[src/rtl/cfg_pkg.sv]
// Package holding the register map, field layout and mode codes
package cfg_pkg;

  // ------------------------------------------------------------
  // Register map
  // ------------------------------------------------------------
  localparam logic [7:0] CFG_ONE_OFFSET = 8'h0C;   // Config register
  localparam logic [7:0] CONV_CTRL_OFFSET = 8'h08; // Start/stop control
  localparam logic [31:0] CFG_ONE_RESET = 32'h00000000;
  localparam logic [31:0] CONV_CTRL_RESET = 32'h00000000;

  // ------------------------------------------------------------
  // Field positions in the config register
  // ------------------------------------------------------------
  localparam int WD_CH_LSB = 26;       // Watchdog channel field low bit
  localparam int WD_CH_MSB = 29;       // Watchdog channel field high bit
  localparam int WD_EN_BIT = 23;       // Watchdog enable
  localparam int WD_SGL_BIT = 22;      // Watchdog single-channel scope
  localparam int DISC_BIT = 16;        // Discontinuous enable
  localparam int WAIT_BIT = 14;        // Wait-for-conversion mode
  localparam int CONTINUOUS_MODE_BIT = 13;        // Continuous mode
  localparam int LOW_HALF_MSB = 12;    // Lower fields kept as storage
  localparam logic [31:0] CFG_LOW_MASK = 32'h00001DFC; // Lower writable

  // ------------------------------------------------------------
  // Field positions in the control register
  // ------------------------------------------------------------
  localparam int START_BIT = 2;        // Conversion start flag
  localparam int STOP_BIT = 4;         // Stop command

  // ------------------------------------------------------------
  // Channel code limits
  // ------------------------------------------------------------
  localparam logic [3:0] WD_CH_MAX_CODE = 4'h9;  // Last legal code
  localparam int NUM_INPUTS = 11;                // Inputs 0 to 10

  // ------------------------------------------------------------
  // Sequencer timing
  // ------------------------------------------------------------
  localparam int CONV_NS = 1000;                  // One conversion time
  localparam int CLK_NS = 25;                     // Clock period
  localparam int CONV_CYCLES = (CONV_NS + CLK_NS - 1) / CLK_NS;

  // Sequencer states
  typedef enum logic [2:0] {
    SEQ_IDLE = 3'b001,
    SEQ_CONV = 3'b010,
    SEQ_TRIG = 3'b100
  } seq_state_t;

endpackage

[src/rtl/cfg_if.sv]
// Interface carrying mode fields from the register bank to the sequencer
`timescale 1ns/1ps
interface cfg_if;
  logic disc_en;           // Discontinuous mode
  logic continuous_mode_en;           // Continuous mode
  logic wait_en;           // Wait-for-conversion mode
  logic start_set;         // Software start pulse
  logic stop_set;          // Software stop pulse
  logic data_read;         // Software read of result, frees wait
  logic busy;              // Conversion-start flag
  logic stopping;          // Stop in progress
  logic conv_done;         // One conversion finished pulse
  logic seq_end;           // Sequence end pulse

  modport bank (output disc_en, continuous_mode_en, wait_en, start_set, stop_set,
    data_read, input busy, stopping, conv_done, seq_end);
  modport seq (input disc_en, continuous_mode_en, wait_en, start_set, stop_set,
    data_read, output busy, stopping, conv_done, seq_end);
endinterface

[src/rtl/conv_sequencer.sv]
// Conversion sequencer model that owns the conversion-start flag
`timescale 1ns/1ps
module conv_sequencer
  import cfg_pkg::*;
#(
  parameter int CYCLES = CONV_CYCLES,
  parameter int SEQ_LEN = 4
) (
  // Clock and reset
  input wire logic pclk,
  input wire logic presetn,
  // Mode and status link
  cfg_if.seq link
);
  import cfg_pkg::*;

  // ------------------------------------------------------------
  // State
  // ------------------------------------------------------------
  seq_state_t state_reg;        // Sequencer state
  logic [15:0] cnt_reg;         // Cycle count within a conversion
  logic [7:0] idx_reg;          // Conversion index within sequence
  logic stop_reg;               // Stop command pending

  // Outputs from state
  assign link.busy = (state_reg != SEQ_IDLE);
  assign link.stopping = stop_reg;
  assign link.conv_done = (state_reg == SEQ_CONV) &&
    (cnt_reg == 16'(CYCLES - 1));
  assign link.seq_end = link.conv_done && (idx_reg == 8'(SEQ_LEN - 1));

  // Sequencer state machine; flag clears at end or stop
  always_ff @(posedge pclk or negedge presetn) begin
    if (!presetn) begin
      state_reg <= SEQ_IDLE;
      cnt_reg <= 16'h0000;
      idx_reg <= 8'h00;
    end else if (stop_reg) begin
      state_reg <= SEQ_IDLE;
      cnt_reg <= 16'h0000;
      idx_reg <= 8'h00;
    end else begin
      case (state_reg)
        SEQ_IDLE: begin
          // Start by software
          if (link.start_set) begin
            state_reg <= SEQ_CONV;
            cnt_reg <= 16'h0000;
          end
        end
        SEQ_CONV: begin
          if (!link.conv_done) begin
            cnt_reg <= cnt_reg + 16'h0001;
          end else if (link.wait_en) begin
            // Hold until result is read
            state_reg <= SEQ_TRIG;
          end else if (link.disc_en) begin
            // One conversion per start
            state_reg <= SEQ_IDLE;
            idx_reg <= link.seq_end ? 8'h00 : idx_reg + 8'h01;
          end else if (link.seq_end && !link.continuous_mode_en) begin
            // Single mode ends with the sequence
            state_reg <= SEQ_IDLE;
            idx_reg <= 8'h00;
          end else begin
            // Next conversion, wrapping in continuous mode
            cnt_reg <= 16'h0000;
            idx_reg <= link.seq_end ? 8'h00 : idx_reg + 8'h01;
          end
        end
        SEQ_TRIG: begin
          // Wait state freed by a read; finish the step it held
          if (link.data_read) begin
            if (link.disc_en ||
                (idx_reg == 8'(SEQ_LEN - 1) && !link.continuous_mode_en)) begin
              state_reg <= SEQ_IDLE;
            end else begin
              state_reg <= SEQ_CONV;
            end
            cnt_reg <= 16'h0000;
            idx_reg <= (idx_reg == 8'(SEQ_LEN - 1)) ? 8'h00 :
              idx_reg + 8'h01;
          end
        end
        default: state_reg <= SEQ_IDLE;
      endcase
    end
  end

  // Stop command lasts one cycle while busy
  always_ff @(posedge pclk or negedge presetn) begin
    if (!presetn) begin
      stop_reg <= 1'b0;
    end else begin
      stop_reg <= link.stop_set && link.busy && !stop_reg;
    end
  end

  // ------------------------------------------------------------
  // Assertions
  // ------------------------------------------------------------
  stop_clears_flag_a: assert property (
    @(posedge pclk) disable iff (!presetn)
    stop_reg |=> !link.busy)
    else $error("Start flag not cleared after stop");

  start_sets_flag_a: assert property (
    @(posedge pclk) disable iff (!presetn)
    (!link.busy && link.start_set && !stop_reg) |=> link.busy)
    else $error("Start flag not set by start");

  single_ends_a: assert property (
    @(posedge pclk) disable iff (!presetn)
    (link.seq_end && !link.continuous_mode_en && !link.wait_en && !stop_reg)
      |=> !link.busy)
    else $error("Single mode did not end with sequence");

  continuous_mode_runs_a: assert property (
    @(posedge pclk) disable iff (!presetn)
    (link.seq_end && link.continuous_mode_en && !link.wait_en &&
      !link.disc_en && !stop_reg) |=> link.busy)
    else $error("Continuous mode stopped on its own");

  disc_ends_a: assert property (
    @(posedge pclk) disable iff (!presetn)
    (link.conv_done && link.disc_en && !link.wait_en && !stop_reg)
      |=> !link.busy)
    else $error("Discontinuous mode ran past one conversion");

  cover_continuous_mode_c: cover property (
    @(posedge pclk) disable iff (!presetn)
    link.seq_end && link.continuous_mode_en);
  cover_stop_c: cover property (
    @(posedge pclk) disable iff (!presetn) stop_reg);
  cover_wait_c: cover property (
    @(posedge pclk) disable iff (!presetn)
    state_reg == SEQ_TRIG ##1 link.data_read);
endmodule

[src/rtl/converter_config_one.sv]
// APB register bank for the first converter configuration register
`timescale 1ns/1ps
// Operation
// Config register at 0x0C, resets zero
// Bits 29:26 pick inputs one to ten
// Input zero has no single watchdog
// Software also enables that channel's conversion
// Bit 23 switches watchdog on
// Bit 22 limits watchdog to one channel
// Bit 16 enables discontinuous mode
// Software never sets discontinuous with continuous
// Mode fields written only while idle
// Bit 14 enables wait-for-conversion mode
// Bit 13 repeats conversions until cleared
// Start flag set by software, hardware clears
// Reserved bits read zero, ignore writes
// Defined fields read back last write
module converter_config_one
  import cfg_pkg::*;
(
  // Clock and reset
  input wire logic pclk,
  input wire logic presetn,
  // APB slave
  input wire logic psel,
  input wire logic penable,
  input wire logic pwrite,
  input wire logic [7:0] paddr,
  input wire logic [31:0] pwdata,
  input wire logic [3:0] pstrb,
  output logic [31:0] prdata,
  output logic pready,
  output logic pslverr,
  // Result read strobe from the data path
  input wire logic result_read,
  // Mode outputs to the converter
  output logic [3:0] watchdog_channel_sel,
  output logic watchdog_enable,
  output logic watchdog_single_channel,
  output logic discontinuous_enable,
  output logic wait_mode,
  output logic continuous_mode,
  output logic [10:0] watchdog_monitor,
  output logic conversion_start_flag
);
  import cfg_pkg::*;

  // ------------------------------------------------------------
  // Storage
  // ------------------------------------------------------------
  logic [31:0] cfg_reg;          // Config register contents
  logic [31:0] cfg_next;         // Next config value
  logic [31:0] rdata_next;       // Read mux
  logic wr_en;                   // Write access phase
  logic rd_en;                   // Read access phase
  logic hit_cfg;                 // Address hits config register
  logic hit_ctrl;                // Address hits control register
  logic [31:0] wmask;            // Byte lane mask
  logic [31:0] cfg_write_mask;   // Bits writable now
  logic [31:0] ctrl_view;        // Control register read view

  cfg_if link ();

  // ------------------------------------------------------------
  // Bus decode
  // ------------------------------------------------------------
  assign wr_en = psel && penable && pwrite;
  assign rd_en = psel && penable && !pwrite;

  // Address decode
  always_comb begin
    hit_cfg = 1'b0;
    hit_ctrl = 1'b0;
    if (paddr == CFG_ONE_OFFSET) begin
      hit_cfg = 1'b1;
    end else if (paddr == CONV_CTRL_OFFSET) begin
      hit_ctrl = 1'b1;
    end
  end

  // Zero wait states; unmapped addresses answer with an error
  assign pready = 1'b1;
  assign pslverr = psel && penable && !hit_cfg && !hit_ctrl;

  // Byte enable expansion
  assign wmask = {{8{pstrb[3]}}, {8{pstrb[2]}}, {8{pstrb[1]}},
    {8{pstrb[0]}}};

  // Defined fields only; every field locked while converting
  always_comb begin
    cfg_write_mask = CFG_LOW_MASK;
    if (!link.busy) begin
      cfg_write_mask[WD_CH_MSB:WD_CH_LSB] = 4'hF;
      cfg_write_mask[WD_EN_BIT] = 1'b1;
      cfg_write_mask[WD_SGL_BIT] = 1'b1;
      cfg_write_mask[DISC_BIT] = 1'b1;
      cfg_write_mask[WAIT_BIT] = 1'b1;
      cfg_write_mask[CONTINUOUS_MODE_BIT] = 1'b1;
    end else begin
      cfg_write_mask = 32'h00000000;
    end
  end

  // Next config value from a masked write
  always_comb begin
    cfg_next = cfg_reg;
    if (wr_en && hit_cfg) begin
      cfg_next = (cfg_reg & ~(wmask & cfg_write_mask)) |
        (pwdata & wmask & cfg_write_mask);
    end
  end

  // ------------------------------------------------------------
  // Config register
  // ------------------------------------------------------------
  always_ff @(posedge pclk or negedge presetn) begin
    if (!presetn) begin
      cfg_reg <= CFG_ONE_RESET;
    end else begin
      cfg_reg <= cfg_next;
    end
  end

  // Field outputs
  assign watchdog_channel_sel = cfg_reg[WD_CH_MSB:WD_CH_LSB];
  assign watchdog_enable = cfg_reg[WD_EN_BIT];
  assign watchdog_single_channel = cfg_reg[WD_SGL_BIT];
  assign discontinuous_enable = cfg_reg[DISC_BIT];
  assign wait_mode = cfg_reg[WAIT_BIT];
  assign continuous_mode = cfg_reg[CONTINUOUS_MODE_BIT];
  assign conversion_start_flag = link.busy;

  // ------------------------------------------------------------
  // Sequencer link
  // ------------------------------------------------------------
  assign link.disc_en = cfg_reg[DISC_BIT];
  assign link.continuous_mode_en = cfg_reg[CONTINUOUS_MODE_BIT];
  assign link.wait_en = cfg_reg[WAIT_BIT];
  assign link.data_read = result_read;
  assign link.start_set = wr_en && hit_ctrl && pstrb[0] &&
    pwdata[START_BIT];
  assign link.stop_set = wr_en && hit_ctrl && pstrb[0] &&
    pwdata[STOP_BIT];

  conv_sequencer u_seq (
    .pclk(pclk),
    .presetn(presetn),
    .link(link)
  );

  wd_channel_map u_map (
    .enable(cfg_reg[WD_EN_BIT]),
    .single(cfg_reg[WD_SGL_BIT]),
    .code(cfg_reg[WD_CH_MSB:WD_CH_LSB]),
    .monitor(watchdog_monitor)
  );

  // ------------------------------------------------------------
  // Read path
  // ------------------------------------------------------------
  always_comb begin
    ctrl_view = CONV_CTRL_RESET;
    ctrl_view[START_BIT] = link.busy;
    ctrl_view[STOP_BIT] = link.stopping;
  end

  // Read mux
  always_comb begin
    rdata_next = 32'h00000000;
    if (hit_cfg) begin
      rdata_next = cfg_reg;
    end else if (hit_ctrl) begin
      rdata_next = ctrl_view;
    end
  end

  // Read data held in a flop, loaded at setup
  always_ff @(posedge pclk or negedge presetn) begin
    if (!presetn) begin
      prdata <= 32'h00000000;
    end else if (psel && !penable && !pwrite) begin
      prdata <= rdata_next;
    end
  end

  // ------------------------------------------------------------
  // Assertions
  // ------------------------------------------------------------
  reserved_zero_a: assert property (
    @(posedge pclk) disable iff (!presetn)
    (cfg_reg & 32'hC33E8203) == 32'h00000000)
    else $error("Reserved config bit set");

  write_back_a: assert property (
    @(posedge pclk) disable iff (!presetn)
    (wr_en && hit_cfg && !link.busy && pstrb == 4'hF) |=>
      cfg_reg[29:13] == ($past(pwdata[29:13]) & 17'h1E60B))
    else $error("Config field did not take written value");

  busy_lock_a: assert property (
    @(posedge pclk) disable iff (!presetn)
    link.busy |=> cfg_reg[29:13] == $past(cfg_reg[29:13]))
    else $error("Mode field changed while converting");

  reset_value_a: assert property (
    @(posedge pclk) $rose(presetn) |-> cfg_reg == 32'h00000000)
    else $error("Config register not zero after reset");

  enable_out_a: assert property (
    @(posedge pclk) disable iff (!presetn)
    !watchdog_enable |-> watchdog_monitor == 11'h000)
    else $error("Watchdog monitoring while disabled");

  scope_all_a: assert property (
    @(posedge pclk) disable iff (!presetn)
    (watchdog_enable && !watchdog_single_channel) |->
      watchdog_monitor == 11'h7FF)
    else $error("All-channel scope not applied");

  single_map_a: assert property (
    @(posedge pclk) disable iff (!presetn)
    (watchdog_enable && watchdog_single_channel &&
      watchdog_channel_sel == 4'h9) |-> watchdog_monitor == 11'h400)
    else $error("Code nine did not select input ten");

  wait_hold_a: assert property (
    @(posedge pclk) disable iff (!presetn)
    (link.conv_done && wait_mode && !link.stopping) |=>
      link.busy ##1 (link.busy || $past(result_read) || link.stopping))
    else $error("Wait mode did not hold for read");

  unmapped_err_a: assert property (
    @(posedge pclk) disable iff (!presetn)
    (psel && penable && paddr == 8'h00) |-> pslverr)
    else $error("Unmapped address gave no error");

  cover_write_c: cover property (
    @(posedge pclk) disable iff (!presetn) wr_en && hit_cfg);
  cover_single_c: cover property (
    @(posedge pclk) disable iff (!presetn)
    watchdog_enable && watchdog_single_channel);
endmodule

[src/rtl/wd_channel_map.sv]
// Decodes the watchdog fields into an input monitor map, one-hot when enabled in single-channel scope with codes 0 to 9
`timescale 1ns/1ps
module wd_channel_map
  import cfg_pkg::*;
#(
  parameter int INPUTS = NUM_INPUTS
) (
  // Watchdog fields
  input wire logic enable,
  input wire logic single,
  input wire logic [3:0] code,
  // Monitored inputs, bit n for input n
  output logic [INPUTS-1:0] monitor
);
  import cfg_pkg::*;

  // Code 0 is input 1; input 0 is never chosen alone
  always_comb begin
    monitor = '0;
    if (enable) begin
      if (!single) begin
        monitor = '1;
      end else if (code <= WD_CH_MAX_CODE) begin
        monitor[int'(code) + 1] = 1'b1;
      end
    end
  end

  input_zero_a: assert property (
    @(negedge enable) single |-> !monitor[0])
    else $error("Input zero chosen in single mode");
endmodule

[config.mk]
export PLATFORM = sky130hd
export DESIGN_NAME = converter_config_one
export DESIGN_NICKNAME = d
export VERILOG_FILES = /design/src/rtl/cfg_pkg.sv /design/src/rtl/cfg_if.sv /design/src/rtl/conv_sequencer.sv /design/src/rtl/converter_config_one.sv /design/src/rtl/wd_channel_map.sv
export SDC_FILE = /design/constraint.sdc
export NUM_CORES = 1
export LEC_CHECK = 0
export BUFFER_PORTS_ARGS = -buffer_cell sky130_fd_sc_hd__buf_2
export CORE_ASPECT_RATIO = 0.6
export CORE_MARGIN = 1
export CORE_UTILIZATION = 34
export DETAILED_ROUTE_END_ITERATION = 16
export GPL_TIMING_DRIVEN = 1
export PLACE_DENSITY_LB_ADDON = 0.25
export SYNTH_ARGS = -nofsm -noshare
export SYNTH_HDL_FRONTEND = slang
export SYNTH_SLANG_ARGS = --single-unit
export TNS_END_PERCENT = 1
[constraint.sdc]
create_clock -name pclk -period 2.86 [get_ports pclk]
set_input_delay 0.429 -clock pclk [delete_from_list [all_inputs] [get_ports pclk]]
set_output_delay 0.429 -clock pclk [all_outputs]
set_load 0.005 [all_outputs]
After elaboration in Yosys (flattened, before gate mapping)
Index checks and enable logic that the tools add are counted.

Word-level logic and storage cells: 104. Output and inout bits: 55. Input bits: 50. Register bits after elaboration: 92.

Reduce and logical (&&, ||, !) cells: 30. $lt $le $gt $ge: 3. Add/sub/neg operators: 3. Equal/unequal tests: 16. Mux-type cells: 40. Bitwise operators: 6.

Operators by type and width (count): 16-bit 2-to-1 mux (7); 32-bit by 30-bit AND with 32-bit output (2); 32-bit AND (2); 8-bit 2-to-1 mux (8); 16-bit one-hot mux with 3 select lines (1); 11-bit 2-to-1 mux (3); 32-bit by 1-bit >= comparator with 1-bit output, second input constant (1); 32-bit by 6-bit less-than comparator with 1-bit output, second input constant (1); 32-bit 2-to-1 mux (1); 32-bit NOT (1); 32-bit bitwise OR (1); 3-bit 2-to-1 mux (7); 1-bit logical AND (18); 16-bit by 1-bit adder with 16-bit output, second input constant (1); 16-bit by 6-bit == test with 1-bit output, second input constant (1); 8-bit by 4-bit == test with 1-bit output, second input constant (2); 8-bit one-hot mux with 2 select lines (1); 13-bit 2-to-1 mux (1); 4-bit inequality test, second input constant (3); 3-bit by 2-bit inequality test with 1-bit output, second input constant (3); 3-bit one-hot mux with 3 select lines (1); 8-bit by 1-bit adder with 8-bit output, second input constant (1); 8-bit by 2-bit == test with 1-bit output, second input constant (1); 4-bit AND reduction (2); 17 further kinds (28).

Depth between registers and ports, before layout
Word-level depth: 10. Gate-level depth with buffers: 8. Gate-level depth less buffers: 6.

By module
Synthesis repeated with hierarchy kept, for this count alone.

Cells, all modules: 373. Area, all modules: 3792.4 um^2.

By module, submodules not included: converter_config_one (seq. area each 950.9 um^2, times used 1, area an instance 1835.5 um^2, cells each 163); conv_sequencer (seq. area each 701.9 um^2, times used 1, area an instance 1766.7 um^2, cells each 187); wd_channel_map (seq. area each 0.0 um^2, times used 1, area an instance 190.2 um^2, cells each 23).

Worst setup path after synthesis
Ideal clock, no wire load.

Path type: input to register. From: input paddr[5]. To: register cfg_reg[10]. Cell stages on the path: 6. Path slack: 578 ps. Arrival time: 2157 ps. Required time: 2735 ps. Library setup time: 125 ps. Path buffers: 1. Cell sequence: or4_4 -> or2_2 -> buf_2 -> nor4_4 -> nand2_1 -> mux2_2.

Longest elaborated chain between the ends: 3.

Ends and longest elaborated chain: start, declared (RTL line converter_config_one.sv:28) `input wire logic [7:0] paddr,`; 8-bit by 4-bit == test with 1-bit output (RTL line converter_config_one.sv:74) `if (paddr == CFG_ONE_OFFSET) begin`; 1-bit 2-to-1 mux (RTL line converter_config_one.sv:74); 1-bit logical AND (RTL line converter_config_one.sv:107) `if (wr_en && hit_cfg) begin`; end signal, assigned (RTL line converter_config_one.sv:120) `cfg_reg <= cfg_next;`; end, declared (RTL line converter_config_one.sv:51) `logic [31:0] cfg_reg;`.

Every way passes these cells. A chain may end at the register's enable or synchronous reset.

Worst setup path after layout
From: register u_seq.idx_reg[0]. To: register u_seq.cnt_reg[4].

Longest elaborated chain between the ends: 5.

Ends and longest elaborated chain: start, declared (RTL line conv_sequencer.sv:22) `logic [7:0] idx_reg;`; start signal, assigned (RTL line conv_sequencer.sv:60) `idx_reg <= link.seq_end ? 8'h00 : idx_reg + 8'h01;`; start signal, assigned (RTL line conv_sequencer.sv:68) `idx_reg <= link.seq_end ? 8'h00 : idx_reg + 8'h01;`; start signal, assigned (RTL line conv_sequencer.sv:81) `idx_reg <= (idx_reg == 8'(SEQ_LEN - 1)) ? 8'h00 :`; 8-bit by 2-bit == test with 1-bit output (RTL line conv_sequencer.sv:30) `assign link.seq_end = link.conv_done && (idx_reg == 8'(SEQ_LEN - 1));`; 1-bit logical AND (RTL line conv_sequencer.sv:30); 1-bit logical AND (RTL line conv_sequencer.sv:61) `end else if (link.seq_end && !link.continuous_mode_en) begin`; 4-bit inequality test (no source line); 6-bit AND reduction (no source line); end signal, assigned (RTL line conv_sequencer.sv:53) `cnt_reg <= cnt_reg + 16'h0001;`; end, declared (RTL line conv_sequencer.sv:21) `logic [15:0] cnt_reg;`.

Every way passes these cells.

==> results.md <==
Floorplanning:
- Once the floorplan was initialized, standard cells occupied 35.3% of the core.
- The floorplan has 28 rows.
- The core outline area is 9910 sq um.
- The die area is 10700 sq um.
- The die extent in x is 133 um.
- For this design the top-level I/O count stands at 105.
- In this run the vertical extent of the chip is 80.6 um.

Place:
- Routability-driven placement finished with a final weighted congestion of 0.814.
- Summed over all nets, the half-perimeter wirelength after detailed placement is 6.35 mm.
- During placement, the flow inserted port buffers numbering 77.

Setup path:
- The data arrival time of the worst path is 2.72 ns.
- Among cell families on the critical path, the largest total delay comes from compound AO/OA/AOI/OAI gates.
- For this design, the slowest cell found on the critical path is sky130_fd_sc_hd__nor4b_1.
- The biggest cell delay along the critical path is 0.56 ns.
- Data on the critical path is required at its endpoint by 3.11 ns.
- Along the worst path, the maximum fanout reaches 20.
- The count of buffering cells on the critical path with inverters included is 1.
- The element type at the critical path start is a flip-flop.
- The worst setup path is captured at a flip-flop.
- The critical path is of the flip-flop to flip-flop type.
- The signal on the critical path passes through ha_1 > nor4b_1 > a31oi_1 > a211oi_2 > buf_4 > or2_2 > o2bb2ai_1.

CTS:
- The later pin in the worst-skew pair is clocked with a latency of 0.33 ns.
- In this run the number of H-tree levels came out at 3.
- The root buffer cell chosen for the clock tree is sky130_fd_sc_hd__clkbuf_16.
- After clock tree synthesis, the clock-pin slew on the worst setup and hold paths is 0.05 ns.
- In this run, post-CTS repair resized a total of 0 instances.
- The maximum clock insertion buffer count is 2.
- TritonCTS created 9 clock buffers.
- After clock tree synthesis, the flow added hold-fix buffers numbering 0.
- The number of buffers inserted to repair setup after CTS is 0.
- The TritonCTS clock tree is done.
- The tree built by TritonCTS fans out to 66 sinks.

Global route:
- The number of antenna violations at the first check in global routing came to 0.
- Global routing used 16.6% of the available tracks across all layers.
- The pin count of the biggest net entering global routing is 36.
- The leftover overflow at the end of global routing is 0.
- The number of global-route vias before repair was 2605.
- The wire length of the first global-routing pass is 13.6 mm.

Yosys:
- The count of flip-flops with a built-in enable after synthesis is 0.
- In the synthesized netlist the dominant register cell turns out to be sky130_fd_sc_hd__dfrtp_1.
- In this run the mean area of a mapped cell was 10.3 sq um.
- In the synthesized netlist, the number of instances is 339.
- The Yosys step of the flow raised 0 warnings.
- Sequential elements use 47.2% of the synthesized area.
- The flip-flop and latch count after synthesis is 66.
- Synthesis instantiated 55 different standard cells from the library.
- After synthesis the cells add up to 3500 sq um.
- The async set-reset flop share out of synthesis is 100%.

Pwr:
- The analysis attributes to cell leakage a power of 0.00209 uW.
- The worst IR drop on VDD is 0.000369 V.
- Power comes to 2970 uW.
- Dividing total power by cell area gives a power density of 688 nW/um^2.

STA:
- The routed design could run at a clock period as short as 2.46 ns.
- Setup repair after global routing left no endpoint under its margin.
- For the pin with the worst max-slew slack, the measured transition is 0.786 ns.
- The worst relative slew slack is 47.6%.
- The number of setup violations in the final report is 0.
- The final critical path takes up 86.1% of the cycle.
- The number of hold violations in the final report is 0.
- The total negative slack for setup checks is 0 ns.
- For this run, the top clock speed supported by timing is 406 MHz.
- The max-slew violation total from the final report is 0.
- The clock arrives with 0.00881 ns of skew.

Detailed routing:
- After detailed routing, the number of remaining DRC violations is 0.
- Once detail routing completed, the nets flagged for antenna violations numbered 0.
- The via count of the routed design is 2918.
- In this run, the number of DRC markers left after iteration 0 of detailed routing was 246.
- For this block, the routed nets add up to 8.53 mm of wire.
- In the routed layout, each cell is associated on average with a via count of 5.28.
- The number of optimization iterations in the first detailed-route pass is 4.
- In the final routed layout, each cell accounts on average for 15.4 um.

Cells and area:
- The proportion of layout cells with a drive suffix above 1 is 31.6%.
- The layout overhead on the synthesized area is 23.3%.
- The final layout net count is 465.
- The number of diodes added for antenna fixing is 0.

Flow run:
- The tool flagged a number of max-cap violations equal to 0.

Run status:
- The run finished with clean final reports.

Hold path:
- The kind of path behind the tightest hold check is primary input to asynchronous set/reset pin.
==> metrics by stage <==
step                      hold slack, ns  utilization (%)  std cells  setup slack (ns)  cell area, sq um
after floorplan                    0.133                -        351             0.578              3540
after CTS                          0.206             43.5        553             0.421              4310
after global routing               0.244             43.5        553             0.161              4310
after detailed placement           0.477             40.0        537             0.203              3970
after global placement             0.468             40.0        537             0.235              3970
final                              0.183             43.5        553             0.397              4310
==> per-layer routing <==
| metal | GRT usage (%) | share of wire (%) | up-vias |
|---|---|---|---|
| met1 | 25.1 | 53 | 1419 |
| met2 | 21.7 | 40 | 94 |
| met4 | 4.48 | 0.86 | 0 |
| li1 | - | - | 1398 |
| met3 | 5.56 | 6.3 | 7 |
| met5 | 0 | 0 | - |
==> area by class of cell <==
type,count,area (sq um)
fillers,961,5600
multi-input cells,246,1680
flip-flops and latches,66,1650
repair buffers,84,450
clock buffers,10,229
well taps,135,169
clock inverters,6,115
inverters,6,22.5
==> where the power goes <==
part           internal [uW]  leakage [uW]  switching (uW)
clock network            854      0.000163             412
logic                    238       0.00103             381
registers               1000      0.000899            79.3
total                   2090       0.00209             872
==> final timing paths <==
| check | start | endpoint | depth (start not counted) | slack, ns |
|---|---|---|---|---|
| min in group pclk | pwdata[13] | cfg_reg[13] | 2 | 0.33 |
| max in group asynchronous | presetn | prdata[4] | 2 | 2.04 |
| max | u_seq.idx_reg[0] | u_seq.cnt_reg[4] | 7 | 0.40 |
| min | presetn | cfg_reg[13] | 1 | 0.18 |
| max reg2reg | u_seq.idx_reg[0] | u_seq.cnt_reg[4] | 7 | 0.40 |
| min reg2reg | cfg_reg[7] | prdata[7] | 1 | 0.49 |
==> cells in the mapped netlist (all sizes together), types with 3 or more instances <==
| cell type | instances | share of area, % |
|---|---|---|
| a21boi | 10 | 2.1 |
| a21oi | 8 | 1.1 |
| a22o | 22 | 5.5 |
| a31oi | 4 | 0.72 |
| and2 | 4 | 0.72 |
| and3 | 10 | 1.8 |
| buf | 24 | 4.7 |
| clkbuf | 9 | 0.97 |
| dfrtp | 65 | 46 |
| inv | 6 | 0.64 |
| mux2 | 20 | 6.4 |
| nand2 | 26 | 2.8 |
| nand3 | 13 | 1.9 |
| nand4 | 4 | 0.72 |
| nor2 | 12 | 1.3 |
| nor2b | 11 | 2.0 |
| nor3 | 7 | 1.1 |
| nor4 | 8 | 2.3 |
| o21ai | 13 | 1.9 |
| o22a | 3 | 0.75 |
| o31ai | 15 | 3.2 |
| or2 | 4 | 0.72 |
| or4 | 7 | 1.6 |
==> layout by cell type, fill, tap and decap left out, types with 12 or more instances in the layout <==
cell                      Yosys  layout
sky130_fd_sc_hd__nand3_1     13      13
sky130_fd_sc_hd__nand2_1     26      26
sky130_fd_sc_hd__mux2_2      20      20
sky130_fd_sc_hd__buf_2        5      77
sky130_fd_sc_hd__o21ai_0     12      12
sky130_fd_sc_hd__o31ai_1     15      15
sky130_fd_sc_hd__a22o_1      22      22
sky130_fd_sc_hd__conb_1       2      14
sky130_fd_sc_hd__nor2_1      12      12
sky130_fd_sc_hd__dfrtp_1     65      65
==> cell families after synthesis <==
group	share of synthesized area, %
AND/OR/NAND/NOR	19.3
AO/OA/AOI/OAI	19.2
flip-flops	47.2
buffers and inverters	6.29
multiplexers	6.72
adder cells (fa/ha/maj)	0.715
other	0.215
XOR/XNOR	0.250
Note: power is estimated with default switching activity, not from simulation.
